===== config.mk =====
export PLATFORM = sky130hd
export DESIGN_NAME = sasc_ctrl
export DESIGN_NICKNAME = d
export VERILOG_FILES = /design/src/logic/sasc_pkg.sv /design/src/logic/sasc_ctrl.sv
export SDC_FILE = /design/constraint.sdc
export NUM_CORES = 1
export LEC_CHECK = 0
export ABC_AREA = 1
export BUFFER_PORTS_ARGS = -buffer_cell sky130_fd_sc_hd__buf_2
export CORE_MARGIN = 4
export CORE_UTILIZATION = 61
export CTS_CLUSTER_SIZE = 12
export DETAILED_ROUTE_END_ITERATION = 7
export PLACE_DENSITY = 0.9
export SYNTH_ARGS = -nofsm -noshare
export SYNTH_HDL_FRONTEND = slang
export SYNTH_SLANG_ARGS = --single-unit

===== constraint.sdc =====
create_clock -name clk -period 5.4 [get_ports clk]
set_input_delay 0.27 -clock clk [delete_from_list [all_inputs] [get_ports clk]]
set_output_delay 0.27 -clock clk [all_outputs]
set_load 0.01 [all_outputs]

===== src/logic/sasc_pkg.sv =====
// Package: constants and carriers for the converter sequencer control
`default_nettype none
package sasc_pkg;
  localparam int NUM_CH       = 8;
  localparam int CH_W         = 3;
  localparam int PRE_W        = 5;
  localparam int PH1_CLKS     = 2;
  localparam int PH2_CLKS     = 4;
  localparam int CONV8_CLKS   = 10;
  localparam int CONV10_CLKS  = 12;
  localparam int CNT_W        = 5;
  localparam int RES_W        = 10;
  localparam logic [4:0] PRE_RST = 5'h01;

  typedef enum logic [4:0] {
    SASC_IDLE = 5'b00001,
    SASC_PH1  = 5'b00010,
    SASC_PH2  = 5'b00100,
    SASC_PH3  = 5'b01000,
    SASC_CONV = 5'b10000
  } sasc_st_t;

  typedef enum logic [1:0] {
    SASC_FRZ_IGNORE = 2'h0,
    SASC_FRZ_RSVD   = 2'h1,
    SASC_FRZ_FINISH = 2'h2,
    SASC_FRZ_NOW    = 2'h3
  } sasc_frz_t;

  // Sequence configuration latched on a restart
  typedef struct packed {
    logic            multi_channel_sel;
    logic            scan;
    logic            length_one_sel;
    logic            length_eight_sel;
    logic [CH_W-1:0] chan;
  } sasc_seq_t;

  // Analog front end strobes
  typedef struct packed {
    logic            powered;
    logic [CH_W-1:0] mux_sel;
    logic            ph1_sample_cap;
    logic            ph2_buffer_amp;
    logic            ph3_direct;
    logic            sh_clk_en;
    logic            conv_clk_en;
  } sasc_afe_t;

  typedef struct packed {
    sasc_st_t         st;
    sasc_seq_t        seq;
    logic [PRE_W-1:0] pre_cnt;
    logic             half;
    logic [CNT_W-1:0] ph_cnt;
    logic [3:0]       bit_idx;
    logic [RES_W-1:0] approximation_register;
    logic [2:0]       conv_idx;
    logic [2:0]       res_slot;
    logic             res_we;
    logic [RES_W-1:0] res_data;
    logic [NUM_CH-1:0] ready;
    logic             seq_done;
    logic             frz_pend;
    logic             frozen;
    sasc_afe_t        afe;
  } sasc_state_t;
endpackage
`default_nettype wire


===== src/logic/sasc_ctrl.sv =====
// Sequencer, sample timing, approximation and prescaler of the converter
//
// Notes on behaviour
// - Mux routes one of eight channels.
// - Phase one lasts two module clocks.
// - Phase two lasts four module clocks.
// - Phase three lasts 2, 4, 8, 16 clocks.
// - Binary search over sample, 8/10 bits.
// - Conversion 10 or 12 clocks, then store.
// - Five-bit modulus prescaler divides by 1..32.
// - Prescaler output halved gives module clock.
// - Power down on bit, stop, or wait.
// - Power-up bit resets to zero.
// - Power-down stops clocks; bit or stop also aborts sequence.
// - Registers stay accessible except in wait power-down.
// - Wait ignored unless stop-in-wait set.
// - Idle submodules gate their clocks off.
// - Freeze field: ignore, finish, or immediate.
// - Frozen state holds; resumes on release.
// - System or test reset resets module.
// - Module reset clears sequence and flags.
// - Wait resumes; finish-freeze leaves idle.
// - Control four/five write restarts sequence.
// - Module clock phase locked to clk.
// - Done flag per sequence, ready per result.
// - Sequences of one, four, eight conversions.
`default_nettype none
module sasc_ctrl (
  input  wire logic                       clk,
  input  wire logic                       sys_rst,
  input  wire logic                       power_up_wr,
  input  wire logic                       power_up_in,
  input  wire logic                       stop_in_wait_in,
  input  wire logic [1:0]                 freeze_sel,
  input  wire logic                       test_rst,
  input  wire logic                       stop_req,
  input  wire logic                       wait_req,
  input  wire logic                       debug_halt_request,
  input  wire logic [4:0]                 prescale_sel,
  input  wire logic [1:0]                 sample_time_sel,
  input  wire logic                       res10_sel,
  input  wire logic                       just_right,
  input  wire logic                       ctrl_four_wr,
  input  wire logic                       ctrl_five_wr,
  input  wire sasc_pkg::sasc_seq_t        seq_cfg,
  input  wire logic [7:0]                 ready_clr,
  input  wire logic                       done_clr,
  input  wire logic                       compare_hi,
  output logic                            power_up_ctl,
  output logic                            stop_in_wait,
  output sasc_pkg::sasc_afe_t             afe,
  output logic [sasc_pkg::RES_W-1:0]      dac_code,
  output logic                            result_we,
  output logic [2:0]                      result_slot,
  output logic [15:0]                     result_word,
  output logic [7:0]                      result_ready_flag,
  output logic                            sequence_done_flag,
  output logic                            busy,
  output logic                            regs_accessible
);
  sasc_pkg::sasc_state_t s_ff;
  sasc_pkg::sasc_state_t nxt_s;
  logic power_up_ff;
  logic nxt_power_up;
  logic asw_ff;
  logic nxt_asw;
  logic [1:0] stop_sync_ff;
  logic [1:0] wait_sync_ff;
  logic [1:0] halt_sync_ff;
  logic [15:0] res_word_ff;
  logic [15:0] nxt_res_word;
  logic busy_ff;
  logic acc_ff;

  //////////////////////////////////////////////////////////////////////////
  // Pin-side requests are synchronised before use
  always_ff @(posedge clk) begin
    if (sys_rst) begin
      stop_sync_ff <= 2'h0;
      wait_sync_ff <= 2'h0;
      halt_sync_ff <= 2'h0;
    end else begin
      stop_sync_ff <= {stop_sync_ff[0], stop_req};
      wait_sync_ff <= {wait_sync_ff[0], wait_req};
      halt_sync_ff <= {halt_sync_ff[0], debug_halt_request};
    end
  end

  logic stop_s;
  logic wait_s;
  logic halt_s;
  logic pdown;
  logic mreset;
  logic restart;
  logic mclk_en;
  logic [4:0] ph3_len;
  logic [3:0] top_bit;
  logic [3:0] seq_len;
  assign stop_s  = stop_sync_ff[1];
  assign wait_s  = wait_sync_ff[1];
  assign halt_s  = halt_sync_ff[1];
  assign mreset  = sys_rst | test_rst;
  // Wait only counts when the stop-in-wait bit allows it
  assign pdown   = ~power_up_ff | stop_s | (wait_s & asw_ff);
  assign restart = ctrl_four_wr | ctrl_five_wr;
  // Sample phase three length from the selection field
  assign ph3_len = 5'(2) << sample_time_sel;
  assign top_bit = res10_sel ? 4'h9 : 4'h7;
  assign seq_len = s_ff.seq.length_eight_sel ? 4'h8 :
                   (s_ff.seq.length_one_sel ? 4'h1 : 4'h4);

  //////////////////////////////////////////////////////////////////////////
  // Control bits: a test reset keeps the power-up bit
  always_comb begin
    nxt_power_up = power_up_ff;
    nxt_asw      = asw_ff;
    if (power_up_wr) begin
      nxt_power_up = power_up_in;
      nxt_asw      = stop_in_wait_in;
    end
    if (test_rst)
      nxt_asw = 1'b0;
  end

  always_ff @(posedge clk) begin
    if (sys_rst) begin
      power_up_ff <= 1'b0;
      asw_ff      <= 1'b0;
      acc_ff      <= 1'b1;
    end else begin
      power_up_ff <= nxt_power_up;
      asw_ff      <= nxt_asw;
      // Registered output, so access drops one cycle after the wait
      acc_ff      <= ~(wait_s & nxt_asw);
    end
  end

  //////////////////////////////////////////////////////////////////////////
  // Prescaler and divide-by-two give a one-cycle module clock enable;
  // the counters run off clk so the phase relation is fixed
  always_comb begin
    logic frz_now;
    logic hold;
    logic last_conv;
    frz_now   = 1'b0;
    hold      = 1'b0;
    last_conv = 1'b0;
    nxt_s = s_ff;
    nxt_s.res_we = 1'b0;
    mclk_en = 1'b0;
    // Wait power-down holds everything so the sequence resumes later
    frz_now = s_ff.frozen;
    hold = pdown | frz_now;
    if (!hold) begin
      if (s_ff.pre_cnt >= prescale_sel) begin
        nxt_s.pre_cnt = '0;
        nxt_s.half = ~s_ff.half;
        mclk_en = s_ff.half;
      end else begin
        nxt_s.pre_cnt = s_ff.pre_cnt + 5'h01;
      end
    end

    // Freeze handling
    if (halt_s) begin
      case (sasc_pkg::sasc_frz_t'(freeze_sel))
        sasc_pkg::SASC_FRZ_NOW:    nxt_s.frozen = 1'b1;
        sasc_pkg::SASC_FRZ_FINISH: nxt_s.frz_pend = 1'b1;
        default: ;
      endcase
    end else begin
      nxt_s.frozen   = 1'b0;
      nxt_s.frz_pend = 1'b0;
    end

    if (mclk_en) begin
      case (s_ff.st)
        sasc_pkg::SASC_PH1: begin
          if (s_ff.ph_cnt == 5'(sasc_pkg::PH1_CLKS - 1)) begin
            nxt_s.st = sasc_pkg::SASC_PH2;
            nxt_s.ph_cnt = '0;
          end else nxt_s.ph_cnt = s_ff.ph_cnt + 5'h01;
        end
        sasc_pkg::SASC_PH2: begin
          if (s_ff.ph_cnt == 5'(sasc_pkg::PH2_CLKS - 1)) begin
            nxt_s.st = sasc_pkg::SASC_PH3;
            nxt_s.ph_cnt = '0;
          end else nxt_s.ph_cnt = s_ff.ph_cnt + 5'h01;
        end
        sasc_pkg::SASC_PH3: begin
          if (s_ff.ph_cnt == ph3_len - 5'h01) begin
            nxt_s.st = sasc_pkg::SASC_CONV;
            nxt_s.ph_cnt = '0;
            nxt_s.approximation_register = '0;
            nxt_s.approximation_register[top_bit] = 1'b1;
            nxt_s.bit_idx = top_bit;
          end else nxt_s.ph_cnt = s_ff.ph_cnt + 5'h01;
        end
        sasc_pkg::SASC_CONV: begin
          nxt_s.ph_cnt = s_ff.ph_cnt + 5'h01;
          // One trial bit per clock, keep it if the sample is higher
          if (s_ff.ph_cnt <= 5'(top_bit)) begin
            if (!compare_hi)
              nxt_s.approximation_register[s_ff.bit_idx] = 1'b0;
            if (s_ff.bit_idx != 4'h0) begin
              nxt_s.approximation_register[s_ff.bit_idx - 4'h1] = 1'b1;
              nxt_s.bit_idx = s_ff.bit_idx - 4'h1;
            end
          end
          if (s_ff.ph_cnt == 5'(res10_sel ? sasc_pkg::CONV10_CLKS - 1
                                          : sasc_pkg::CONV8_CLKS - 1)) begin
            nxt_s.res_we = 1'b1;
            nxt_s.res_data = s_ff.approximation_register;
            nxt_s.res_slot = s_ff.conv_idx;
            nxt_s.ready[s_ff.conv_idx] = 1'b1;
            nxt_s.ph_cnt = '0;
            last_conv = ({1'b0, s_ff.conv_idx} + 4'h1 == seq_len);
            if (s_ff.seq.multi_channel_sel)
              nxt_s.afe.mux_sel = s_ff.afe.mux_sel + 3'h1;
            if (last_conv) begin
              nxt_s.seq_done = 1'b1;
              nxt_s.conv_idx = '0;
              nxt_s.afe.mux_sel = s_ff.seq.chan;
            end else nxt_s.conv_idx = s_ff.conv_idx + 3'h1;
            // Next channel starts at once unless done without scan or freeze pending
            if ((last_conv && !s_ff.seq.scan) || s_ff.frz_pend)
              nxt_s.st = sasc_pkg::SASC_IDLE;
            else
              nxt_s.st = sasc_pkg::SASC_PH1;
          end
        end
        default: ;
      endcase
    end

    // Software clears; a simultaneous set wins
    for (int i = 0; i < sasc_pkg::NUM_CH; i++)
      if (ready_clr[i] && !(nxt_s.res_we && nxt_s.res_slot == 3'(i)))
        nxt_s.ready[i] = 1'b0;
    if (done_clr && !(nxt_s.seq_done && !s_ff.seq_done))
      nxt_s.seq_done = 1'b0;

    if (restart) begin
      nxt_s.st = sasc_pkg::SASC_PH1;
      nxt_s.seq = seq_cfg;
      nxt_s.ph_cnt = '0;
      nxt_s.conv_idx = '0;
      nxt_s.ready = '0;
      nxt_s.seq_done = 1'b0;
      nxt_s.afe.mux_sel = seq_cfg.chan;
      // Divider restarts so every sequence sees whole module clocks
      nxt_s.pre_cnt = '0;
      nxt_s.half = 1'b0;
    end
    // The power-up bit or a stop aborts; a wait only holds and resumes
    if (~power_up_ff | stop_s) begin
      nxt_s.st = sasc_pkg::SASC_IDLE;
      nxt_s.ph_cnt = '0;
      nxt_s.conv_idx = '0;
    end

    nxt_s.afe.powered = ~pdown;
    nxt_s.afe.ph1_sample_cap = (nxt_s.st == sasc_pkg::SASC_PH1) & ~pdown;
    nxt_s.afe.ph2_buffer_amp = (nxt_s.st == sasc_pkg::SASC_PH2) & ~pdown;
    nxt_s.afe.ph3_direct = (nxt_s.st == sasc_pkg::SASC_PH3) & ~pdown;
    nxt_s.afe.sh_clk_en = (nxt_s.st != sasc_pkg::SASC_IDLE) &
                          (nxt_s.st != sasc_pkg::SASC_CONV) &
                          ~pdown & ~nxt_s.frozen;
    nxt_s.afe.conv_clk_en = (nxt_s.st == sasc_pkg::SASC_CONV) &
                            ~pdown & ~nxt_s.frozen;
  end

  always_comb begin
    nxt_res_word = res_word_ff;
    if (s_ff.res_we) begin
      if (res10_sel)
        nxt_res_word = just_right ? {6'h00, s_ff.res_data}
                                  : {s_ff.res_data, 6'h00};
      else
        nxt_res_word = just_right ? {8'h00, s_ff.res_data[7:0]}
                                  : {s_ff.res_data[7:0], 8'h00};
    end
  end

  always_ff @(posedge clk) begin
    if (mreset) begin
      s_ff        <= '0;
      s_ff.st     <= sasc_pkg::SASC_IDLE;
      s_ff.pre_cnt <= sasc_pkg::PRE_RST;
      res_word_ff <= 16'h0000;
      busy_ff     <= 1'b0;
    end else begin
      s_ff        <= nxt_s;
      res_word_ff <= nxt_res_word;
      busy_ff     <= nxt_s.st != sasc_pkg::SASC_IDLE;
    end
  end

  assign power_up_ctl       = power_up_ff;
  assign stop_in_wait       = asw_ff;
  assign afe                = s_ff.afe;
  assign dac_code           = s_ff.approximation_register;
  assign result_we          = s_ff.res_we;
  assign result_slot        = s_ff.res_slot;
  assign result_word        = res_word_ff;
  assign result_ready_flag  = s_ff.ready;
  assign sequence_done_flag = s_ff.seq_done;
  assign busy               = busy_ff;
  assign regs_accessible    = acc_ff;
endmodule
`default_nettype wire


==> impl_metrics.yaml, run 1 <==
power_and_ir_drop:
  powerDensity_nw_per_um2: 235
  leakage_uw: 0.00264
  power_switching_uw: 335
  power_switching_share_pct: 25.1
  max-vdd-ir-drop_mv: 0.123
  pwr-share-comb_pct: 6.0
  pwr-share-seq_pct: 56.3
  p_clk_share_pct: 37.7
  power.internal_uw: 996
global_route:
  grt_pass1_wl_um: 20100
  grt_antenna_before_repair: 0
  globalRouteOverflowTotal: 0
  grt_usage_pct: 24.4
  grt_max_degree: 45
  grt_pass1_vias: 4489
setup_path:
  timing.rr.start: "s_ff[60]$_SDFFE_PP0P_"
  worstSetupStartpoint: "s_ff[60]$_SDFFE_PP0P_"
  reg2reg_slack_ns: 2.98
  cp.arrival_ns: 2.68
  r2r_cells: 11
  worst_setup_path_end_kind: "register"
  crit-reg2reg-capture: "dac_code[9]$_SDFFE_PP0P_"
  critPathRequiredTime_ns: 5.67
  cp-start-kind: "register"
  path_class: "reg -> reg"
  crit_fanout: 11
routing:
  wl_per_cell_um: 13.8
  vias_per_cell: 5.47
  post-route-drc-count: 0
  first_iter_violations: 251
  first_pass_iters: 5
  vias: 4777
  wl_um: 12100
  ant_nets: 0
clocking:
  numCtsBuffers: 9
  cts-root-buf: "clkbuf_8"
  cts_setup_buffers: 0
  cts_max_level: 3
  cts_hold_buf: 0
  cts.clk_slew.worst_paths_ns: 0.11
  clockBufferDepth: 2
  cts.sinks: 100
  cts.repair.resized: 0
  clock_latency_ns: 0.38
  cts_tree: "built"
yosys:
  synth_top_area_cell: "dfxtp_1"
  synth.area.top_cells: "dfxtp_1 (39%), nand2_1 (8.5%), nor2_1 (7.9%), o21ai_0 (6.2%), inv_1 (5.5%)"
  synth_top_area_share_pct: 38.8
  syn-instance-count: 710
  ys_seq_area_share_pct: 38.8
  ys.warnings.count: 0
  synth.distinct_cells: 48
  synth_nets: 762
  syn_area_per_cell_sq_um: 7.26
  synth_area_sq_um: 5160
  synth_seq_cells: 100
layout:
  fin_nets: 817
  antenna_cells: 0
  drive_gt1_share_pct: 19.8
  area_growth_pct: 9.61
die:
  die_w_um: 100
  die_h_um: 100
  die_area_sq_um: 9990
  start_util_pct: 62.8
  num_io_pins: 91
  core-area_sq_um: 8220
  num_rows: 33
placed_design:
  gp_congestion: 0.960
  dp_worst_setup_slack_ns: 2.93
  dp_hpwl_um: 8940
  numPortBuffers: 90
min_path:
  hp-class: "in -> reg"
  worst_hold_path.num_cells: 2
  hold_end: "result_ready_flag[1]$_SDFFE_PP0P_"
  worstHoldStart: "ready_clr[1]"
timing:
  setup_ws_ns: 2.98
  fmax_mhz: 414
  relSlewSlack_pct: 40.3
  finalCriticalPeriod_ns: 2.42
  setup_viol: 0
  worstMarginPinSlew_ns: 0.893
  fin_crit_sh_pct: 44.7
  skew_ns: 0.0161
  hold_viol_final: 0
  tns_ns: 0
  rsz0062_at_grt: "false"
  slew_viol_final: 0
job:
  drv_cap: 0
status:
  status: "completed"
per-layer routing:
metal | up-vias | wire, um | track usage [%]
met4 | 0 | 321 | 11.4
met3 | 30 | 764 | 4.38
li1 | 2408 | - | -
met2 | 180 | 5700 | 40.2
met5 | - | 0 | 0
met1 | 2159 | 5300 | 31.1
final cells by class:
class	instances	area [sq um]
Clock inverter	6	81.3
Timing Repair Buffer	91	458
Inverter	88	338
Sequential cell	100	2000
Clock buffer	9	124
Fill cell	667	2560
Tap cell	105	131
Multi-Input combinational cell	475	2520
critical path: stages, from the launching register on:
cell      delay (ns)
dfxtp_1         0.38
ha_1            0.27
nand2_1         0.09
inv_1           0.06
a21oi_1         0.14
nand3_1         0.21
nand3_4         0.19
a21oi_1         0.08
nand2_1         0.27
clkinv_1        0.34
o21ai_0         0.23
nor2_1          0.05
state kept, by name, summed over array words and instances, names as in the netlist:
register / cells
afe: 9
busy: 1
dac_code: 10
halt_sync_ff: 2
power_up_ctl: 1
regs_accessible: 1
result_ready_flag: 8
result_slot: 3
result_we: 1
result_word: 16
s_ff: 42
sequence_done_flag: 1
stop_in_wait: 1
stop_sync_ff: 2
wait_sync_ff: 2
metrics by stage:
stage / power (uW) / area, sq um / utilization, % / instances / hold WS [ns]
finish: 1330 / 5650 / 68.8 / 874 / 0.0614
global route: 1380 / 5650 / 68.8 / 874 / 0.0692
global placement: 842 / 5450 / 66.3 / 859 / 0.374
detailed placement: 845 / 5450 / 66.3 / 859 / 0.397
CTS: 1340 / 5650 / 68.8 / 874 / 0.0561
floorplan: 816 / 5160 / - / 710 / 0.360
power by group through the flow:
stage	clock, uW	sequential [uW]	combinational, uW
floorplan	0	766	49.4
CTS	509	750	78.7
global placement	0	766	75.9
finish	502	750	79.4
global route	539	751	89.0
detailed placement	0	767	78.2
cells in the mapped netlist, drive strengths merged:
cell,count
a211oi,9
a21boi,2
a21oi,51
a221oi,2
a31oi,4
and3,1
buf,35
clkbuf,12
clkinv,1
dfxtp,100
ha,13
inv,87
nand2,125
nand3,30
nand3b,2
nand4,7
nor2,121
nor3,13
nor3b,2
nor4,6
o2111ai,1
o211a,1
o21a,1
o21ai,70
o221ai,5
o22ai,3
o31ai,1
xnor2,1
xor2,4
kinds of logic after synthesis:
family / synth area share (%)
AO/OA/AOI/OAI: 16.4
XOR/XNOR: 0.849
adder cells (fa/ha/maj): 3.15
buffers and inverters: 12.3
flip-flops: 38.8
AND/OR/NAND/NOR: 28.4
worst max-delay path by stage:
| stage | to | slack [ns] | cells after the start |
|---|---|---|---|
| 2_1_floorplan | afe[1]$_SDFF_PP0_ | 3.52 | 13 |
| 3_3_place_gp | afe[7]$_SDFFE_PP0P_ | 3.06 | 8 |
| 3_5_place_dp | dac_code[9]$_SDFFE_PP0P_ | 2.93 | 13 |
| 4_1_cts | dac_code[9]$_SDFFE_PP0P_ | 3.00 | 11 |
| 5_1_grt | dac_code[9]$_SDFFE_PP0P_ | 2.68 | 11 |
| 6_report | dac_code[9]$_SDFFE_PP0P_ | 2.98 | 11 |
layout by cell type, fill, tap and decap left out, types with 4 or more instances in the layout:
| master | Yosys | final |
|---|---|---|
| nor2_2 | 5 | 5 |
| nand2_2 | 4 | 4 |
| nor4_1 | 5 | 5 |
| dfxtp_1 | 100 | 100 |
| nor2_4 | 5 | 5 |
| buf_2 | 2 | 90 |
| nand2_1 | 117 | 117 |
| a31oi_1 | 4 | 4 |
| a21oi_1 | 49 | 49 |
| nor3_1 | 12 | 12 |
| nand3_2 | 5 | 5 |
| inv_1 | 76 | 76 |
| inv_2 | 9 | 9 |
| o21ai_0 | 64 | 64 |
| nand4_1 | 7 | 7 |
| nand3_1 | 23 | 23 |
| clkbuf_8 | 0 | 9 |
| o221ai_1 | 5 | 5 |
| a211oi_1 | 8 | 8 |
| nor2_1 | 108 | 108 |
| o21ai_1 | 4 | 4 |
| xor2_1 | 4 | 4 |
| ha_1 | 13 | 13 |
Power figures use the tool's default switching activity.
==> run 2, diff against run 1 <==
- CORE_UTILIZATION: 61 -> 51
- PLACE_DENSITY: 0.9 -> 0.81
- clock period: 5.4 -> 2.1 ns (I/O delays scaled with it)
==> run 2 against run 1 <==
Against the previous run:
- clock-buffer cell count is the same
- clock skew grew 0.0041 ns
- maximum frequency grew 19%
- sequential power grew to 2.6 times the previous value
- critical endpoint is now afe[1]$_SDFF_PP0_
- largest cell class unchanged
- largest power group unchanged
- highest routed layer unchanged
==> impl_metrics.yaml, run 2 (synthesis results as in run 1) <==
power_and_ir_drop:
  max-vdd-ir-drop_mv: 0.427
  pwr-share-comb_pct: 7.4
  power_switching_share_pct: 27.5
  powerDensity_nw_per_um2: 551
  pwr-share-seq_pct: 56.0
  p_clk_share_pct: 36.6
  power.internal_uw: 2490
  power_switching_uw: 944
  leakage_uw: 0.00285
setup_path:
  critPathRequiredTime_ns: 2.39
  cp-start-kind: "register"
  timing.rr.start: "s_ff[59]$_SDFFE_PP0P_"
  path_class: "reg -> reg"
  worstSetupStartpoint: "s_ff[59]$_SDFFE_PP0P_"
  reg2reg_slack_ns: 0.07
  worst_setup_path_end_kind: "register"
  crit-reg2reg-capture: "afe[1]$_SDFF_PP0_"
  cp.arrival_ns: 2.32
  r2r_cells: 15
  crit_fanout: 5
placed_design:
  numPortBuffers: 90
  dp_hpwl_um: 9530
  gp_congestion: 0.939
clocking:
  cts.clk_slew.worst_paths_ns: 0.11
  clockBufferDepth: 2
  cts_max_level: 3
  numCtsBuffers: 9
  clock_latency_ns: 0.39
  cts.sinks: 100
  cts-root-buf: "clkbuf_8"
  cts_tree: "built"
timing:
  hold_viol_final: 0
  finalCriticalPeriod_ns: 2.03
  slew_viol_final: 0
  skew_ns: 0.0202
  tns_ns: 0
  fin_crit_sh_pct: 96.5
  worstMarginPinSlew_ns: 0.393
  relSlewSlack_pct: 73.6
  fmax_mhz: 494
  setup_viol: 0
layout:
  largest_register: "s_ff"
  drive_gt1_share_pct: 25.0
  final_common_cell: "nand2_1"
  fin_nets: 863
  largest_register_ffs: 42
  utilization_pct: 63.5
  area_growth_pct: 20.8
  antenna_cells: 0
  mostFrequentLayoutCells: "nand2_1 (113), nor2_1 (106), dfxtp_1 (94)"
die:
  die_area_sq_um: 11800
  core-area_sq_um: 9820
  num_rows: 36
  start_util_pct: 52.5
  die_w_um: 109
  num_io_pins: 91
  die_h_um: 109
global_route:
  grt_usage_pct: 22.5
  grt_antenna_before_repair: 0
  globalRouteOverflowTotal: 0
  grt_max_degree: 40
  grt_pass1_wl_um: 21300
  grt_pass1_vias: 4757
routing:
  ant_nets: 0
  first_pass_iters: 6
  vias: 5056
  post-route-drc-count: 0
  first_iter_violations: 243
  vias_per_cell: 5.33
  wl_per_cell_um: 14.3
  wl_um: 13600
status:
  status: "completed"
min_path:
  worstHoldStart: "seq_cfg[1]"
  hp-class: "in -> reg"
  hold_end: "s_ff[63]$_SDFFE_PP0P_"
  worst_hold_path.num_cells: 3
job:
  drv_cap: 0
-- run 2: changes by cell type in the layout (fill, tap and decap cells not counted), sizes merged --
cell / change
bufinv: -1
clkinvlp: +2
inv: -2
clkinv: +2
buf: +26
dlygate4sd3: +20
-- run 2: worst max path at each step --
stage	cells past startpoint	slack, ns	to
after floorplan	13	0.22	afe[1]$_SDFF_PP0_
after global placement	13	0.06	afe[7]$_SDFFE_PP0P_
after detailed placement	13	-0.06	afe[6]$_SDFFE_PP0P_
after CTS	11	0.02	dac_code[9]$_SDFFE_PP0P_
after global routing	15	-0.04	result_ready_flag[3]$_SDFFE_PP0P_
final	15	0.07	afe[1]$_SDFF_PP0_
-- run 2: power groups by stage --
stage / registers [uW] / logic, uW / clock network, uW
2_1_floorplan: 1970 / 127 / 0
3_3_place_gp: 1970 / 205 / 0
3_5_place_dp: 1970 / 212 / 0
4_1_cts: 1930 / 241 / 1280
5_1_grt: 1930 / 282 / 1340
6_report: 1930 / 254 / 1260
-- run 2: worst max-delay path, stage by stage, from the launching register on --
cell and delay, ns:
dfxtp_4 0.38, ha_4 0.28, nand2_1 0.07, inv_1 0.06, nand4_1 0.09, nand3_2 0.13, nand3_4 0.14, inv_8 0.12
buf_4 0.11, nand2_1 0.08, nand3_2 0.10, nand2_2 0.09, a21oi_2 0.12, nand2_1 0.06, nand2_1 0.05, nor2_1 0.03
-- run 2: area by class of cell --
type | count | area [sq um]
clock buffers | 9 | 124
clock inverters | 7 | 80.1
fillers | 839 | 3590
inverters | 88 | 357
multi-input cells | 475 | 2620
flip-flops and latches | 100 | 2010
well taps | 133 | 166
repair buffers | 137 | 870
-- run 2: routing by layer --
metal	track usage, %	part of all wire, %	vias to the layer above
met2	39.4	50	207
met5	0	0	-
li1	-	-	2494
met4	7.84	2.1	0
met3	4.96	7.2	31
met1	27.2	41	2324
-- run 2: what timing repair did --
action                                  in CTS  in global routing
gates resized for setup                      3                 35
pin swaps                                    1                  9
endpoints found under the hold margin       20                  0
hold buffers                                20                  0
buffers inserted                             1                 14
endpoints found under the setup margin       5                 29
cloned                                       0                  0
-- run 2: per-stage QoR --
step           area [sq um]  power, uW  setup WS [ns]  hold WS, ns  cells
2_1_floorplan          5160       2100          0.218        0.195    710
3_3_place_gp           5570       2170         0.0569        0.282    898
3_5_place_dp           5570       2180        -0.0635        0.297    898
4_1_cts                5990       3440         0.0226      0.00811    935
5_1_grt                6230       3550        -0.0420       0.0183    949
6_report               6230       3440         0.0744       0.0110    949
